### config.mk
export PLATFORM = sky130hd
export DESIGN_NAME = ctec_top
export DESIGN_NICKNAME = d
export VERILOG_FILES = /design/src/ctec_pkg.sv /design/src/ctec_top.sv /design/src/ctec_sync.sv /design/src/ctec_edge.sv
export SDC_FILE = /design/constraint.sdc
export NUM_CORES = 1
export LEC_CHECK = 0
export ABC_AREA = 1
export BUFFER_PORTS_ARGS = -buffer_cell sky130_fd_sc_hd__buf_2
export CORE_ASPECT_RATIO = 0.6
export CORE_MARGIN = 5
export CORE_UTILIZATION = 52
export DETAILED_ROUTE_END_ITERATION = 12
export PLACE_DENSITY_LB_ADDON = 0.1
export SETUP_SLACK_MARGIN = 0.02
export SYNTH_ARGS = -nofsm -noshare
export SYNTH_HDL_FRONTEND = slang
export SYNTH_SLANG_ARGS = --single-unit
### constraint.sdc
create_clock -name MCLK -period 1.7 [get_ports MCLK]
set_clock_uncertainty 0.15 [all_clocks]
set_input_delay 0 -clock MCLK [delete_from_list [all_inputs] [get_ports MCLK]]
set_output_delay 0 -clock MCLK [all_outputs]
set_load 0.01 [all_outputs]
### src/ctec_pkg.sv
// Purpose: shared constants for the charge-time edge control block
// Assumes: 16-bit registers on a plain strobe port
// Notes: offsets are register indexes on the plain port
package ctec_pkg;
    // ----------------------------------------
    // register offsets
    // ----------------------------------------
    localparam logic [3:0] CTEC_OFS_CONTROL = 4'h0;
    localparam logic [3:0] CTEC_OFS_CURRENT = 4'h1;
    localparam logic [3:0] CTEC_OFS_IRQ_STAT = 4'h2;
    localparam logic [3:0] CTEC_OFS_IRQ_MASK = 4'h3;
    // ----------------------------------------
    // control field positions
    // ----------------------------------------
    localparam int CTEC_BIT_MODULE_ON = 15;
    localparam int CTEC_BIT_DELAY_GEN = 12;
    localparam int CTEC_BIT_EDGE_PASS = 11;
    localparam int CTEC_BIT_EDGE_ORDER = 10;
    localparam int CTEC_BIT_GROUND = 9;
    localparam int CTEC_BIT_TRIG = 8;
    localparam int CTEC_BIT_E2_POL = 7;
    localparam int CTEC_BIT_E2_SEL_HI = 6;
    localparam int CTEC_BIT_E2_SEL_LO = 5;
    localparam int CTEC_BIT_E1_POL = 4;
    localparam int CTEC_BIT_E1_SEL_HI = 3;
    localparam int CTEC_BIT_E1_SEL_LO = 2;
    localparam int CTEC_BIT_E2_SEEN = 1;
    localparam int CTEC_BIT_E1_SEEN = 0;
    // writable bits of the control word (bit 14 unimplemented)
    localparam logic [15:0] CTEC_CONTROL_WMASK = 16'hBFFC;
    // ----------------------------------------
    // current control fields
    // ----------------------------------------
    localparam int CTEC_BIT_TRIM_HI = 15;
    localparam int CTEC_BIT_TRIM_LO = 10;
    localparam int CTEC_BIT_RANGE_HI = 9;
    localparam int CTEC_BIT_RANGE_LO = 8;
    localparam logic [15:0] CTEC_CURRENT_WMASK = 16'hFF00;
    // ----------------------------------------
    // reset values
    // ----------------------------------------
    localparam logic [15:0] CTEC_CONTROL_RST = 16'h0000;
    localparam logic [15:0] CTEC_CURRENT_RST = 16'h0000;
    localparam logic [1:0] CTEC_IRQ_RST = 2'h0;
    // ----------------------------------------
    // edge source codes
    // ----------------------------------------
    localparam logic [1:0] CTEC_SRC_TIMER = 2'h0;
    localparam logic [1:0] CTEC_SRC_COMPARE = 2'h1;
    localparam logic [1:0] CTEC_SRC_PIN2 = 2'h2;
    localparam logic [1:0] CTEC_SRC_PIN1 = 2'h3;
endpackage

### src/ctec_top.sv
// Purpose: control and status of a charge-time edge measurement unit
// Assumes: software on a plain strobe port, sources from on-chip peers
// Notes: analog current source is outside; this block drives its controls
//
// Contract
// - control bit 9 grounds current source output
// - trigger output only while bit 8 set
// - two-bit edge source selectors, four sources
// - bit 1 flags detected second edge
// - bit 0 flags detected first edge
// - bit 7 picks second edge polarity
// - current register bits 9-8 select range
// - current register bits 7-0 read zero
// - edge pass enable blocks or passes edges
// - order enforce: second edge needs first
//
// Local design decisions: strobed register access and the address map.
module ctec_top import ctec_pkg::*; (
    // clock and reset
    input wire logic MCLK,
    input wire logic RST_N,
    // register port
    input wire logic [3:0] ADDR,
    input wire logic [15:0] WDATA,
    input wire logic WR,
    input wire logic RD,
    output logic [15:0] RDATA,
    // edge sources
    input wire logic TIMER_ONE,
    input wire logic OUTPUT_COMPARE_ONE,
    input wire logic FIRST_EDGE_PIN,
    input wire logic SECOND_EDGE_PIN,
    // analog controls
    output logic MODULE_ON,
    output logic CURRENT_SOURCE_ON,
    output logic CURRENT_SOURCE_GROUND,
    output logic TRIGGER_OUT,
    output logic DELAY_GENERATION_ENABLE,
    output logic [1:0] CURRENT_RANGE_SELECT,
    output logic [5:0] CURRENT_TRIM_FIELD,
    // interrupt
    output logic IRQ
);
    // ----------------------------------------
    // registers
    // ----------------------------------------
    logic [15:0] ctrl_r;
    logic [15:0] cur_r;
    logic first_seen_r, second_seen_r;
    logic [1:0] irq_stat_r, irq_mask_r;
    logic pin1_s, pin2_s;
    logic hit1, hit2;
    logic pass1, pass2;
    logic wr_ctrl, wr_cur, wr_mask, rd_stat;

    assign wr_ctrl = WR && (ADDR == CTEC_OFS_CONTROL);
    assign wr_cur = WR && (ADDR == CTEC_OFS_CURRENT);
    assign wr_mask = WR && (ADDR == CTEC_OFS_IRQ_MASK);
    assign rd_stat = RD && (ADDR == CTEC_OFS_IRQ_STAT);

    // ----------------------------------------
    // pin synchronisers
    // ----------------------------------------
    // index 0 is the first edge pin, index 1 the second
    logic [1:0] pin_raw;
    logic [1:0] pin_sync;

    assign pin_raw = {SECOND_EDGE_PIN, FIRST_EDGE_PIN};
    assign pin1_s = pin_sync[0];
    assign pin2_s = pin_sync[1];

    for (genvar p = 0; p < 2; p++) begin : g_sync
        ctec_sync u_ctec_sync (
            .clk(MCLK),
            .rst_n(RST_N),
            .d(pin_raw[p]),
            .q(pin_sync[p])
        );
    end

    // ----------------------------------------
    // edge channels
    // ----------------------------------------
    // index 0 is the first edge channel, index 1 the second
    logic [1:0] edge_sel [2];
    logic [1:0] edge_pol;
    logic [1:0] hit_v;

    assign edge_sel[0] = ctrl_r[CTEC_BIT_E1_SEL_HI:CTEC_BIT_E1_SEL_LO];
    assign edge_sel[1] = ctrl_r[CTEC_BIT_E2_SEL_HI:CTEC_BIT_E2_SEL_LO];
    assign edge_pol = {ctrl_r[CTEC_BIT_E2_POL], ctrl_r[CTEC_BIT_E1_POL]};
    assign hit1 = hit_v[0];
    assign hit2 = hit_v[1];

    for (genvar ch = 0; ch < 2; ch++) begin : g_edge
        ctec_edge u_ctec_edge (
            .clk(MCLK),
            .rst_n(RST_N),
            .sel(edge_sel[ch]),
            .pol(edge_pol[ch]),
            .src_timer(TIMER_ONE),
            .src_compare(OUTPUT_COMPARE_ONE),
            .src_pin1(pin1_s),
            .src_pin2(pin2_s),
            .hit(hit_v[ch])
        );
    end

    // blocked edges are lost, not queued
    assign pass1 = hit1 && ctrl_r[CTEC_BIT_MODULE_ON] && ctrl_r[CTEC_BIT_EDGE_PASS];
    assign pass2 = hit2 && ctrl_r[CTEC_BIT_MODULE_ON] && ctrl_r[CTEC_BIT_EDGE_PASS]
        && (!ctrl_r[CTEC_BIT_EDGE_ORDER] || first_seen_r);

    // ----------------------------------------
    // control register
    // ----------------------------------------
    always_ff @(posedge MCLK or negedge RST_N) begin
        if (!RST_N) begin
            ctrl_r <= CTEC_CONTROL_RST;
        end else if (wr_ctrl) begin
            ctrl_r <= WDATA & CTEC_CONTROL_WMASK;
        end
    end

    // ----------------------------------------
    // edge status flags; an edge beats a software clear
    // ----------------------------------------
    always_ff @(posedge MCLK or negedge RST_N) begin
        if (!RST_N) begin
            first_seen_r <= 1'b0;
        end else if (pass1) begin
            first_seen_r <= 1'b1;
        end else if (wr_ctrl) begin
            first_seen_r <= WDATA[CTEC_BIT_E1_SEEN];
        end
    end

    always_ff @(posedge MCLK or negedge RST_N) begin
        if (!RST_N) begin
            second_seen_r <= 1'b0;
        end else if (pass2) begin
            second_seen_r <= 1'b1;
        end else if (wr_ctrl) begin
            second_seen_r <= WDATA[CTEC_BIT_E2_SEEN];
        end
    end

    // ----------------------------------------
    // current control register
    // ----------------------------------------
    always_ff @(posedge MCLK or negedge RST_N) begin
        if (!RST_N) begin
            cur_r <= CTEC_CURRENT_RST;
        end else if (wr_cur) begin
            cur_r <= WDATA & CTEC_CURRENT_WMASK;
        end
    end

    // ----------------------------------------
    // interrupt status and mask
    // ----------------------------------------
    always_ff @(posedge MCLK or negedge RST_N) begin
        if (!RST_N) begin
            irq_stat_r <= CTEC_IRQ_RST;
        end else begin
            irq_stat_r <= (rd_stat ? 2'h0 : irq_stat_r) | {pass2, pass1};
        end
    end

    always_ff @(posedge MCLK or negedge RST_N) begin
        if (!RST_N) begin
            irq_mask_r <= CTEC_IRQ_RST;
        end else if (wr_mask) begin
            irq_mask_r <= WDATA[1:0];
        end
    end

    always_ff @(posedge MCLK or negedge RST_N) begin
        if (!RST_N) begin
            IRQ <= 1'b0;
        end else begin
            IRQ <= |(((rd_stat ? 2'h0 : irq_stat_r) | {pass2, pass1}) & irq_mask_r);
        end
    end

    // ----------------------------------------
    // read port
    // ----------------------------------------
    always_ff @(posedge MCLK or negedge RST_N) begin
        if (!RST_N) begin
            RDATA <= 16'h0000;
        end else if (RD) begin
            if (ADDR == CTEC_OFS_CONTROL) begin
                RDATA <= {ctrl_r[15:2], second_seen_r, first_seen_r};
            end else if (ADDR == CTEC_OFS_CURRENT) begin
                RDATA <= cur_r;
            end else if (ADDR == CTEC_OFS_IRQ_STAT) begin
                RDATA <= {14'h0000, irq_stat_r};
            end else if (ADDR == CTEC_OFS_IRQ_MASK) begin
                RDATA <= {14'h0000, irq_mask_r};
            end else begin
                RDATA <= 16'h0000;
            end
        end else begin
            RDATA <= 16'h0000;
        end
    end

    // ----------------------------------------
    // analog control outputs
    // ----------------------------------------
    always_ff @(posedge MCLK or negedge RST_N) begin
        if (!RST_N) begin
            MODULE_ON <= 1'b0;
            CURRENT_SOURCE_ON <= 1'b0;
            CURRENT_SOURCE_GROUND <= 1'b0;
            TRIGGER_OUT <= 1'b0;
            DELAY_GENERATION_ENABLE <= 1'b0;
            CURRENT_RANGE_SELECT <= 2'h0;
            CURRENT_TRIM_FIELD <= 6'h00;
        end else begin
            MODULE_ON <= ctrl_r[CTEC_BIT_MODULE_ON];
            // source charges between first and second edge
            CURRENT_SOURCE_ON <= ctrl_r[CTEC_BIT_MODULE_ON] && (first_seen_r ^ second_seen_r);
            CURRENT_SOURCE_GROUND <= ctrl_r[CTEC_BIT_GROUND];
            TRIGGER_OUT <= ctrl_r[CTEC_BIT_TRIG] && ctrl_r[CTEC_BIT_MODULE_ON]
                && (first_seen_r ^ second_seen_r);
            // pins for delay mode are mapped by software beforehand
            DELAY_GENERATION_ENABLE <= ctrl_r[CTEC_BIT_DELAY_GEN];
            CURRENT_RANGE_SELECT <= cur_r[CTEC_BIT_RANGE_HI:CTEC_BIT_RANGE_LO];
            CURRENT_TRIM_FIELD <= cur_r[CTEC_BIT_TRIM_HI:CTEC_BIT_TRIM_LO];
        end
    end
endmodule // ctec_top

### src/ctec_sync.sv
// Purpose: three-stage pin synchroniser with agreement filter
// Assumes: asynchronous input
// Notes: output changes once stages two and three agree
module ctec_sync import ctec_pkg::*; (
    input wire logic clk,
    input wire logic rst_n,
    input wire logic d,
    output logic q
);
    logic s1_r, s2_r, s3_r;

    always_ff @(posedge clk or negedge rst_n) begin
        if (!rst_n) begin
            s1_r <= 1'b0;
            s2_r <= 1'b0;
            s3_r <= 1'b0;
        end else begin
            s1_r <= d;
            s2_r <= s1_r;
            s3_r <= s2_r;
        end
    end

    always_ff @(posedge clk or negedge rst_n) begin
        if (!rst_n) begin
            q <= 1'b0;
        end else if (s2_r == s3_r) begin
            q <= s3_r;
        end
    end
endmodule // ctec_sync

### src/ctec_edge.sv
// Purpose: source select and polarity edge detector for one edge channel
// Assumes: all sources already in the clock domain
// Notes: one-cycle pulse on the chosen transition
module ctec_edge import ctec_pkg::*; (
    input wire logic clk,
    input wire logic rst_n,
    input wire logic [1:0] sel,
    input wire logic pol,
    input wire logic src_timer,
    input wire logic src_compare,
    input wire logic src_pin1,
    input wire logic src_pin2,
    output logic hit
);
    logic level;
    logic prev_r;

    always_comb begin
        case (sel)
            CTEC_SRC_PIN1: level = src_pin1;
            CTEC_SRC_PIN2: level = src_pin2;
            CTEC_SRC_COMPARE: level = src_compare;
            default: level = src_timer;
        endcase
    end

    // previous level is not reloaded on a select change: switching onto a
    // source at another level looks like an edge, so change selects while idle
    always_ff @(posedge clk or negedge rst_n) begin
        if (!rst_n) begin
            prev_r <= 1'b0;
        end else begin
            prev_r <= level;
        end
    end

    // pol high: rising transition counts; low: falling
    assign hit = pol ? (level & ~prev_r) : (~level & prev_r);
endmodule // ctec_edge

==> impl_metrics.csv, run 1 <==
group,metric,value,unit
status,outcome,"completed",
sta,setup_viol,0,
die,fp.dieH,63.3,um
power_and_ir_drop,power.density,1140,mW/mm^2
logic_synthesis,ys_seq_elements,67,
clock_network,clkTransAtPathRegs,0.07,ns
die,num_rows,19,
sta,setup_tns,0,ns
routing,first_iter_violations,81,
worst_setup_path,cpMaxStageDelayCell,"dlygate4sd3_1",
worst_setup_path,crit_path_end_kind,"flip-flop",
cells_and_area,areaGrowthSynthToFinish,36.9,%
global_route,grt.total_usage,20.6,%
clock_network,tritoncts,"built",
cells_and_area,n_antenna_cell,0,
logic_synthesis,synth-main-ff-cell,"dfrtp_1",
sta,max_freq,629,MHz
worst_setup_path,worstPathMaxFanout,4,
logic_synthesis,ys_seq_area_share,68.2,%
sta,tightest_slew,0.550,ns
clock_network,cts_max_level,3,
logic_synthesis,avgSynthCellArea,10.7,sq um
sta,maxSlewHeadroom,63.4,%
sta,rsz0062_at_grt,"false",
logic_synthesis,syn-num-nets,258,
cells_and_area,utilization,73.8,%
die,initial_core_util,53.9,%
routing,dr.pass1.iters,4,
global_route,grt_overflow_total,0,
logic_synthesis,syn_area,0.00246,sq mm
worst_setup_path,cp-start-kind,"flip-flop",
worst_setup_path,rr_worst_depth,6,
flow_run,maxCapViolCount,0,
routing,drt_drc_violations_left,0,
placed_design,routabilityCongestion,0.788,
die,dieArea,0.00625,sq mm
placed_design,place_hpwl,3610,um
routing,drtAntennaViolNets,0,
clock_network,cts.sinks,67,
routing,wl_per_cell,13.9,um
clock_network,post_cts_buffers,0,
placed_design,io_buffers,57,
logic_synthesis,synth.distinct_cells,23,
sta,slew_violations,0,
die,pin_count,58,
worst_setup_path,cp.required,1.84,ns
logic_synthesis,synthArstFlopShare,100,%
cells_and_area,final_net_count,360,
logic_synthesis,synth_edf_count,0,
cells_and_area,drive_gt1_share,28.2,%
clock_network,cts_root_buf,"clkbuf_8",
sta,min_period_over_period,93.6,%
power_and_ir_drop,p_total,3830,uW
routing,route.vias.total,1891,
worst_setup_path,reg2reg_to,"g_edge[1].u_ctec_edge.prev_r",
clock_network,clk_latency,0.35,ns
worst_setup_path,path_class,"flip-flop to flip-flop",
global_route,grt_pass1_wl,9740,um
worst_setup_path,critical_path_arrival,1.73,ns
global_route,antenna_found_initial,0,
sta,hold_viol_final,0,
worst_hold_path,hp-class,"primary input to async pin",
clock_network,cts_buffers,9,
worst_setup_path,reg2reg_slack,0.11,ns
logic_synthesis,ys_warn_count,0,
worst_setup_path,cp_num_buf_inv,3,
die,die_w,98.8,um
logic_synthesis,synth_cells,230,
power_and_ir_drop,p_leak,0.00179,uW
worst_setup_path,crit_chain,"inv_1, nand2_1, nand3_1, nand2_1, dlygate4sd3_1, inv_1",
worst_setup_path,critPathMaxStageDelay,0.56,ns
global_route,first_global_vias,1961,
clock_network,clockBufferDepth,2,
worst_setup_path,rr_startpoint,"ctrl_r[5]",
die,core,0.00456,sq mm
global_route,grt_max_degree,31,
worst_setup_path,path_delay_family,"buffers and inverters",
sta,fin_crit,1.59,ns
power_and_ir_drop,vdd.ir_drop.worst,860,uV
routing,via_per_inst,4.73,
routing,drt-total-wl,5560,um
-- cell usage in the layout (no fill, tap or decap), drive strengths merged --
| cell | Yosys | routed |
|---|---|---|
| nand3 | 11 | 11 |
| a31oi | 2 | 2 |
| maj3 | 2 | 2 |
| clkinv | 0 | 4 |
| clkinvlp | 0 | 1 |
| nor2 | 17 | 17 |
| buf | 4 | 61 |
| mux2 | 3 | 3 |
| nand2 | 63 | 63 |
| inv | 26 | 26 |
| o21ai | 18 | 18 |
| xnor2 | 1 | 1 |
| or2 | 1 | 1 |
| dfrtp | 67 | 67 |
| dlygate4sd3 | 0 | 34 |
| a21oi | 12 | 12 |
| nor3 | 3 | 3 |
| clkbuf | 0 | 11 |
-- sequential cells by signal, indices dropped and copies added (netlist names) --
| register | count |
|---|---|
| CURRENT_SOURCE_ON | 1 |
| DELAY_GENERATION_ENABLE | 1 |
| cur_r | 8 |
| second_seen_r | 1 |
| CURRENT_SOURCE_GROUND | 1 |
| g_sync.u_ctec_sync.s2_r | 2 |
| irq_stat_r | 2 |
| TRIGGER_OUT | 1 |
| IRQ | 1 |
| CURRENT_RANGE_SELECT | 2 |
| g_sync.u_ctec_sync.s1_r | 2 |
| irq_mask_r | 2 |
| CURRENT_TRIM_FIELD | 6 |
| g_edge.u_ctec_edge.prev_r | 2 |
| ctrl_r | 13 |
| g_sync.u_ctec_sync.s3_r | 2 |
| g_sync.u_ctec_sync.q | 2 |
| MODULE_ON | 1 |
| first_seen_r | 1 |
| RDATA | 16 |
-- report_power, final --
| part | total, uW | switching [uW] | leakage [uW] | internal, uW |
|---|---|---|---|---|
| Sequential | 2000 | 147 | 0.000841 | 1850 |
| Clock | 1180 | 584 | 0.0000949 | 597 |
| Combinational | 647 | 350 | 0.000857 | 297 |
-- synth_stat cells, types with 3 or more instances --
cell	number	area share, %
inv_1	24	3.7
a21oi_1	12	2.4
o21ai_1	4	0.81
nand3_1	11	2.2
dfrtp_1	67	68
nand2_1	59	9.0
mux2_2	3	1.4
o21ai_2	5	1.8
nor2_1	16	2.4
nand2_2	3	0.76
o21ai_0	9	1.8
-- worst max-delay path by stage --
stage / cells past startpoint / to / from
floorplan: 10 / IRQ / ctrl_r[5]
global placement: 10 / IRQ / ctrl_r[5]
detailed placement: 10 / IRQ / ctrl_r[5]
CTS: 5 / cur_r[14] / WR
global route: 5 / g_edge[1].u_ctec_edge.prev_r / ctrl_r[6]
finish: 6 / g_edge[1].u_ctec_edge.prev_r / ctrl_r[5]
-- what timing repair did --
item / CTS / global route
setup endpoints to repair: 0 / 1
endpoints found under the hold margin: 114 / 0
hold buffers: 34 / 0
gates resized for setup: 0 / 1
-- routing by layer --
layer | vias up | track usage (%) | part of all wire, %
met3 | 11 | 7.06 | 8.4
met1 | 889 | 28.1 | 47
met5 | - | 0 | 0
met4 | 0 | 9.20 | 1.7
met2 | 66 | 29.8 | 43
li1 | 925 | - | -
-- cell type report --
cell class / count / area (sq um)
clock buffers: 11 / 151
repair buffers: 95 / 681
flip-flops and latches: 67 / 1680
multi-input cells: 133 / 654
inverters: 26 / 97.6
clock inverters: 5 / 27.5
fillers: 343 / 1200
well taps: 63 / 78.8
-- per-stage QoR --
stage                     area, sq um  cells  setup slack (ns)  hold slack (ns)
final                            3370    400             0.109           0.0201
after global routing             3370    400            0.0403           0.0748
after CTS                        3360    400             0.145           0.0201
after detailed placement         2840    350             0.323           -0.135
after global placement           2840    350             0.425           -0.140
after floorplan                  2460    230             0.495           -0.446
-- kinds of logic after synthesis --
logic type	Yosys count	synth area share (%)
and+or+nand+nor	95	16.5
DFF	67	68.2
AOI/OAI and AO/OA	32	7.38
buffers and inverters	30	5.39
muxes	3	1.37
adders and majority gates	2	0.814
xor gates and xnor gates	1	0.356
(Power assumes the default switching activity.)
==> inputs of run 2 (changes only) <==
==> constraint.sdc (replaced) <==
create_clock -name MCLK -period 1.8 [get_ports MCLK]
set_clock_uncertainty 0.15 [all_clocks]
set_input_delay 0 -clock MCLK [delete_from_list [all_inputs] [get_ports MCLK]]
set_output_delay 0 -clock MCLK [all_outputs]
set_load 0.01 [all_outputs]
==> run 2 against run 1 <==
Sequential power decreased by 6%. Sequential share of layout area up 0.50 points. Fmax is 5.9% lower. Register-to-register slack about the same. Largest cell class unchanged. Largest power group unchanged. Highest routed layer unchanged.
==> impl_metrics.csv, run 2 (synthesized netlist as in run 1, its figures left out) <==
group,metric,value,unit
status,outcome,"completed",
sta,fin_crit,1.69,ns
global_route,grt_pass1_wl,8870,um
die,dieArea,0.00625,sq mm
global_route,grt_overflow_total,0,
routing,dr.pass1.iters,4,
power_and_ir_drop,power.density,1080,mW/mm^2
cells_and_area,areaGrowthSynthToFinish,35.6,%
worst_hold_path,hp-class,"primary input to async pin",
clock_network,cts_root_buf,"clkbuf_8",
sta,whs,0.0258,ns
clock_network,tritoncts,"built",
global_route,grt.total_usage,18.2,%
cells_and_area,top_regs,"RDATA x16, ctrl_r x13, cur_r x8",
cells_and_area,layout_common_cells,"dfrtp_1, nand2_1, buf_2",
clock_network,cts.sinks,67,
cells_and_area,largest_reg_flops,16,
cells_and_area,drive_gt1_share,28.4,%
worst_setup_path,worstPathMaxFanout,4,
placed_design,io_buffers,57,
cells_and_area,stdcell_area,0.00333,sq mm
cells_and_area,n_antenna_cell,0,
worst_setup_path,crit_chain,"inv_1, or2_2, nand3_1, nand3_2, nand2_1, dlygate4sd3_1",
worst_setup_path,cp.required,1.93,ns
sta,hold_viol_final,0,
power_and_ir_drop,sw_frac_of_total,29.2,%
die,core,0.00456,sq mm
die,fp.dieH,63.3,um
clock_network,cts_max_level,3,
clock_network,clk_latency,0.34,ns
worst_setup_path,cp-start-kind,"flip-flop",
placed_design,place_area,0.00282,sq mm
sta,setup_tns,0,ns
worst_setup_path,path_class,"flip-flop to flip-flop",
global_route,grt_max_degree,37,
sta,rsz0062_at_grt,"false",
clock_network,clkTransAtPathRegs,0.08,ns
cells_and_area,regMostFlops,"RDATA",
power_and_ir_drop,power_frac_comb,17.8,%
global_route,antenna_found_initial,0,
routing,first_iter_violations,128,
power_and_ir_drop,p_int,2550,uW
placed_design,place_hpwl,3510,um
worst_setup_path,critical_path_arrival,1.82,ns
sta,min_period_over_period,93.9,%
die,die_w,98.8,um
power_and_ir_drop,p_switching,1050,uW
die,pin_count,58,
power_and_ir_drop,p_total,3600,uW
global_route,first_global_vias,1818,
clock_network,cts_buffers,9,
worst_setup_path,critPathMaxStageDelay,0.54,ns
clock_network,clockBufferDepth,2,
routing,via_per_inst,4.64,
power_and_ir_drop,p_leak,0.00176,uW
cells_and_area,fillers,342,
sta,max_freq,592,MHz
sta,slew_violations,0,
routing,drt-total-wl,5180,um
worst_setup_path,crit_path_end_kind,"flip-flop",
flow_run,maxCapViolCount,0,
routing,wl_per_cell,13.0,um
power_and_ir_drop,vdd.ir_drop.worst,815,uV
routing,route.vias.total,1846,
die,num_rows,19,
routing,drtAntennaViolNets,0,
worst_setup_path,cpMaxStageDelayCell,"dlygate4sd3_1",
placed_design,routabilityCongestion,0.789,
cells_and_area,final_common_cell,"dfrtp_1",
routing,drt_drc_violations_left,0,
die,initial_core_util,53.9,%
power_and_ir_drop,power_frac_seq,52.6,%
sta,setup_viol,0,
clock_network,post_cts_buffers,0,
power_and_ir_drop,clkPwrFrac,29.6,%
sta,tightest_slew,0.558,ns
sta,maxSlewHeadroom,62.7,%
cells_and_area,final_net_count,358,
run 2: changes by cell type in the layout (fill, tap and decap cells not counted), sizes merged:
cell         previous run  this run
clkbuf                 11        10
dlygate4sd3            34        33
clkinvlp                1         2
buf                    61        60
run 2: stage by stage:
step / util (%) / std cells / setup slack (ns)
6_report: 73.0 / 398 / 0.109
5_1_grt: 73.0 / 398 / 0.0267
4_1_cts: 72.8 / 398 / 0.0406
3_5_place_dp: 61.8 / 349 / 0.338
3_3_place_gp: 61.8 / 349 / 0.399
2_1_floorplan: - / 230 / 0.595
run 2: cell type report:
type,instances,area (sq um),area share (%)
Clock buffer,10,128,3.83
Clock inverter,6,42.5,1.28
Inverter,26,97.6,2.93
Multi-Input combinational cell,133,659,19.8
Sequential cell,67,1680,50.3
Tap cell,63,78.8,2.36
Timing Repair Buffer,93,651,19.5
run 2: power by group through the flow:
stage	Combinational (uW)	Sequential [uW]	Clock (uW)
6_report	640	1890	1070
5_1_grt	726	1930	1160
4_1_cts	634	1890	1080
3_5_place_dp	538	1920	0
3_3_place_gp	524	1910	0
2_1_floorplan	287	1920	0
run 2: worst paths after layout:
check | from | endpoint | slack (ns) | cells past startpoint
max in group asynchronous | RST_N | CURRENT_TRIM_FIELD[0] | 0.50 | 3
min in group MCLK | ADDR[1] | ctrl_r[9] | 0.09 | 4
setup / recovery | ctrl_r[4] | first_seen_r | 0.11 | 6
hold / removal | RST_N | g_sync[0].u_ctec_sync.s2_r | 0.03 | 3
setup reg to reg | ctrl_r[4] | first_seen_r | 0.11 | 6
hold reg to reg | g_sync[1].u_ctec_sync.s1_r | g_sync[1].u_ctec_sync.s2_r | 0.20 | 0
run 2: critical path, delay by kind of cell, from the launching register on:
kind	cells	cell delay [ns]
simple gates	4	0.55
flops	1	0.32
buf+inv	2	0.62
run 2: metal layers:
layer	track usage, %	up-vias	wire [um]
met5	0	-	0
met3	7.28	6	345
met4	4.77	0	25
met1	26.8	858	2610
met2	25.0	57	2200
li1	-	925	-
run 2: timing repair:
action                                 CTS  global route
hold buffers                            33             0
setup endpoints to repair                0             2
resized for setup                        0             3
endpoints found under the hold margin  113             0
==> inputs of run 3 (changes only) <==
--- a/config.mk
+++ b/config.mk
@@ -8,11 +8,12 @@
 export ABC_AREA = 1
 export BUFFER_PORTS_ARGS = -buffer_cell sky130_fd_sc_hd__buf_2
 export CORE_ASPECT_RATIO = 0.6
-export CORE_MARGIN = 5
+export CORE_MARGIN = 1.5
 export CORE_UTILIZATION = 52
 export DETAILED_ROUTE_END_ITERATION = 12
 export PLACE_DENSITY_LB_ADDON = 0.1
-export SETUP_SLACK_MARGIN = 0.02
+export REMOVE_ABC_BUFFERS = 1
+export SETUP_SLACK_MARGIN = 0.5
 export SYNTH_ARGS = -nofsm -noshare
 export SYNTH_HDL_FRONTEND = slang
 export SYNTH_SLANG_ARGS = --single-unit
==> run 3 against run 2 <==
The flow now finishes with violations (negative hold slack). Sequential cell count unchanged. Worst setup slack better by 0.38 ns. Routed wire length is 0.73% higher. Worst hold slack got worse by 0.038 ns. Sequential share of layout area fell by 0.91 points. Clock-buffer cell count is 1 higher. Global-route usage grew 4.8 points. Highest routed layer unchanged.
==> impl_metrics.csv, run 3 (synthesized netlist as in run 1, its figures left out) <==
group,metric,value,unit
status,outcome,"finished with violations",
status,violations,"negative hold slack",
sta,maxSlewHeadroom,69.9,%
placed_design,place_hpwl,3290,um
worst_setup_path,rr_worst_depth,10,
power_and_ir_drop,p_leak,0.00184,uW
clock_network,clk_latency,0.33,ns
worst_hold_path,hp-class,"primary input to async pin",
cells_and_area,final_common_cell,"dfrtp_1",
sta,fin_crit,1.31,ns
die,num_rows,19,
die,pin_count,58,
power_and_ir_drop,clkPwrFrac,35.1,%
power_and_ir_drop,sw_frac_of_total,26.0,%
placed_design,io_buffers,57,
flow_run,maxCapViolCount,0,
cells_and_area,final_net_count,358,
routing,via_per_inst,4.83,
routing,top_layer,"met4",
die,initial_core_util,53.9,%
worst_setup_path,critPathMaxStageDelay,0.41,ns
die,core,0.00456,sq mm
worst_setup_path,cp-start-kind,"flip-flop",
cells_and_area,multi_input_area,672,sq um
cells_and_area,fillers,329,
power_and_ir_drop,power.density,1150,mW/mm^2
sta,min_period_over_period,73.0,%
worst_setup_path,crit_path_end_kind,"flip-flop",
global_route,grt.total_usage,23.0,%
routing,drt-met1-wl,2410,um
sta,max_freq,761,MHz
global_route,first_global_vias,1874,
power_and_ir_drop,power_frac_comb,16.5,%
routing,dr.pass1.iters,4,
sta,slew_violations,0,
cells_and_area,regMostFlops,"RDATA",
global_route,antenna_found_initial,0,
sta,hold_viol_final,18,
worst_setup_path,worstPathMaxFanout,3,
sta,setup_tns,0,ns
worst_setup_path,cp.required,1.88,ns
sta,rsz0062_at_grt,"true",
worst_setup_path,cp_num_buf_inv,1,
placed_design,routabilityCongestion,0.805,
cells_and_area,regArea,0.00168,sq mm
routing,drt-total-wl,5220,um
power_and_ir_drop,vdd.ir_drop.worst,686,uV
power_and_ir_drop,power_frac_seq,48.5,%
cells_and_area,areaGrowthSynthToFinish,38.1,%
global_route,grt_pass1_wl,8740,um
worst_setup_path,cpMaxStageDelayCell,"dfrtp_1",
routing,wl_per_cell,13.1,um
sta,setup_viol,0,
clock_network,cts_buffers,9,
clock_network,tritoncts,"built",
cells_and_area,drive_gt1_share,31.6,%
cells_and_area,largest_reg_flops,16,
worst_setup_path,path_class,"flip-flop to flip-flop",
power_and_ir_drop,p_int,2890,uW
clock_network,cts_max_level,3,
routing,drt_drc_violations_left,0,
worst_setup_path,critical_path_arrival,1.39,ns
power_and_ir_drop,p_switching,1010,uW
global_route,grt_max_degree,50,
sta,whs,-0.0119,ns
routing,drtAntennaViolNets,0,
clock_network,clockBufferDepth,2,
routing,route.vias.total,1921,
cells_and_area,layout_common_cells,"dfrtp_1, buf_2, nand2_1",
cells_and_area,top_regs,"RDATA x16, ctrl_r x13, cur_r x8",
clock_network,cts.sinks,67,
routing,first_iter_violations,124,
global_route,grt_overflow_total,0,
die,dieArea,0.00516,sq mm
clock_network,clkTransAtPathRegs,0.07,ns
cells_and_area,n_antenna_cell,0,
die,fp.dieH,56.3,um
routing,met2_length,2380,um
die,die_w,91.8,um
worst_setup_path,cp.depth,10,
worst_setup_path,path_delay_family,"simple AND/OR/NAND/NOR gates",
sta,tightest_slew,0.451,ns
worst_setup_path,crit_top_cell,"nand2_1",
routing,routed-wl-met3,360,um
worst_setup_path,crit_chain,"inv_2, nand2_1, nand3_2, nand2_2, nand2_1, nand2_2, nand2_2, nand2_1, nand2_1, nand2_1",
clock_network,cts_root_buf,"clkbuf_8",
run 3: cell types whose count changed in the layout (fill, tap and decap cells not counted), moves of 2 or more:
cell / change
clkinv_4: -2
nand3_1: -2
clkinvlp_4: -2
bufinv_16: +2
nand2_1: -3
nand2_2: +3
clkbuf_8: +2
buf_4: +5
dlymetal6s4s_1: +2
dlygate4sd3_1: -7
nand3_2: +2
run 3: stage by stage:
stage	instances	worst slack [ns]	util (%)	power [uW]	instance area, sq um
floorplan	226	0.595	-	2210	2420
global placement	348	0.416	61.7	2430	2820
detailed placement	348	0.332	61.7	2450	2820
CTS	396	0.496	73.7	3900	3360
global route	398	0.371	74.4	4110	3390
finish	398	0.485	74.4	3900	3390
run 3: worst paths after layout:
check	from	end	slack, ns
worst max-delay path	ctrl_r[5]	IRQ	0.49
worst min-delay path	RST_N	g_sync[1].u_ctec_sync.s1_r	-0.01
worst max register to register	ctrl_r[5]	IRQ	0.49
worst min register to register	g_sync[0].u_ctec_sync.s1_r	g_sync[0].u_ctec_sync.s2_r	0.20
max in group asynchronous	RST_N	CURRENT_TRIM_FIELD[2]	0.93
min in group MCLK	ADDR[1]	RDATA[9]	0.01
run 3: what timing repair did:
item                                    CTS  global route
hold endpoints to repair                114             0
hold buffers                             28             0
buffers inserted                          4             2
resized for setup                         5             5
pin swaps                                 2             2
endpoints found under the setup margin    1             9
run 3: cell type report:
| type | instances | area share, % |
|---|---|---|
| Timing Repair Buffer | 93 | 18.9 |
| Clock buffer | 11 | 4.46 |
| Clock inverter | 5 | 2.21 |
| Tap cell | 63 | 2.32 |
| Inverter | 26 | 2.88 |
| Sequential cell | 67 | 49.4 |
| Multi-Input combinational cell | 133 | 19.8 |
run 3: per-layer routing:
metal	track usage [%]	vias to the layer above
met5	0	-
met1	32.2	915
met3	7.05	9
met2	34.8	75
met4	7.91	0
li1	-	922
run 3: power by group through the flow:
stage / logic, uW / clock network [uW] / registers (uW)
finish: 642 / 1370 / 1890
global route: 723 / 1460 / 1920
CTS: 617 / 1390 / 1890
detailed placement: 535 / 0 / 1910
global placement: 519 / 0 / 1910
floorplan: 284 / 0 / 1920
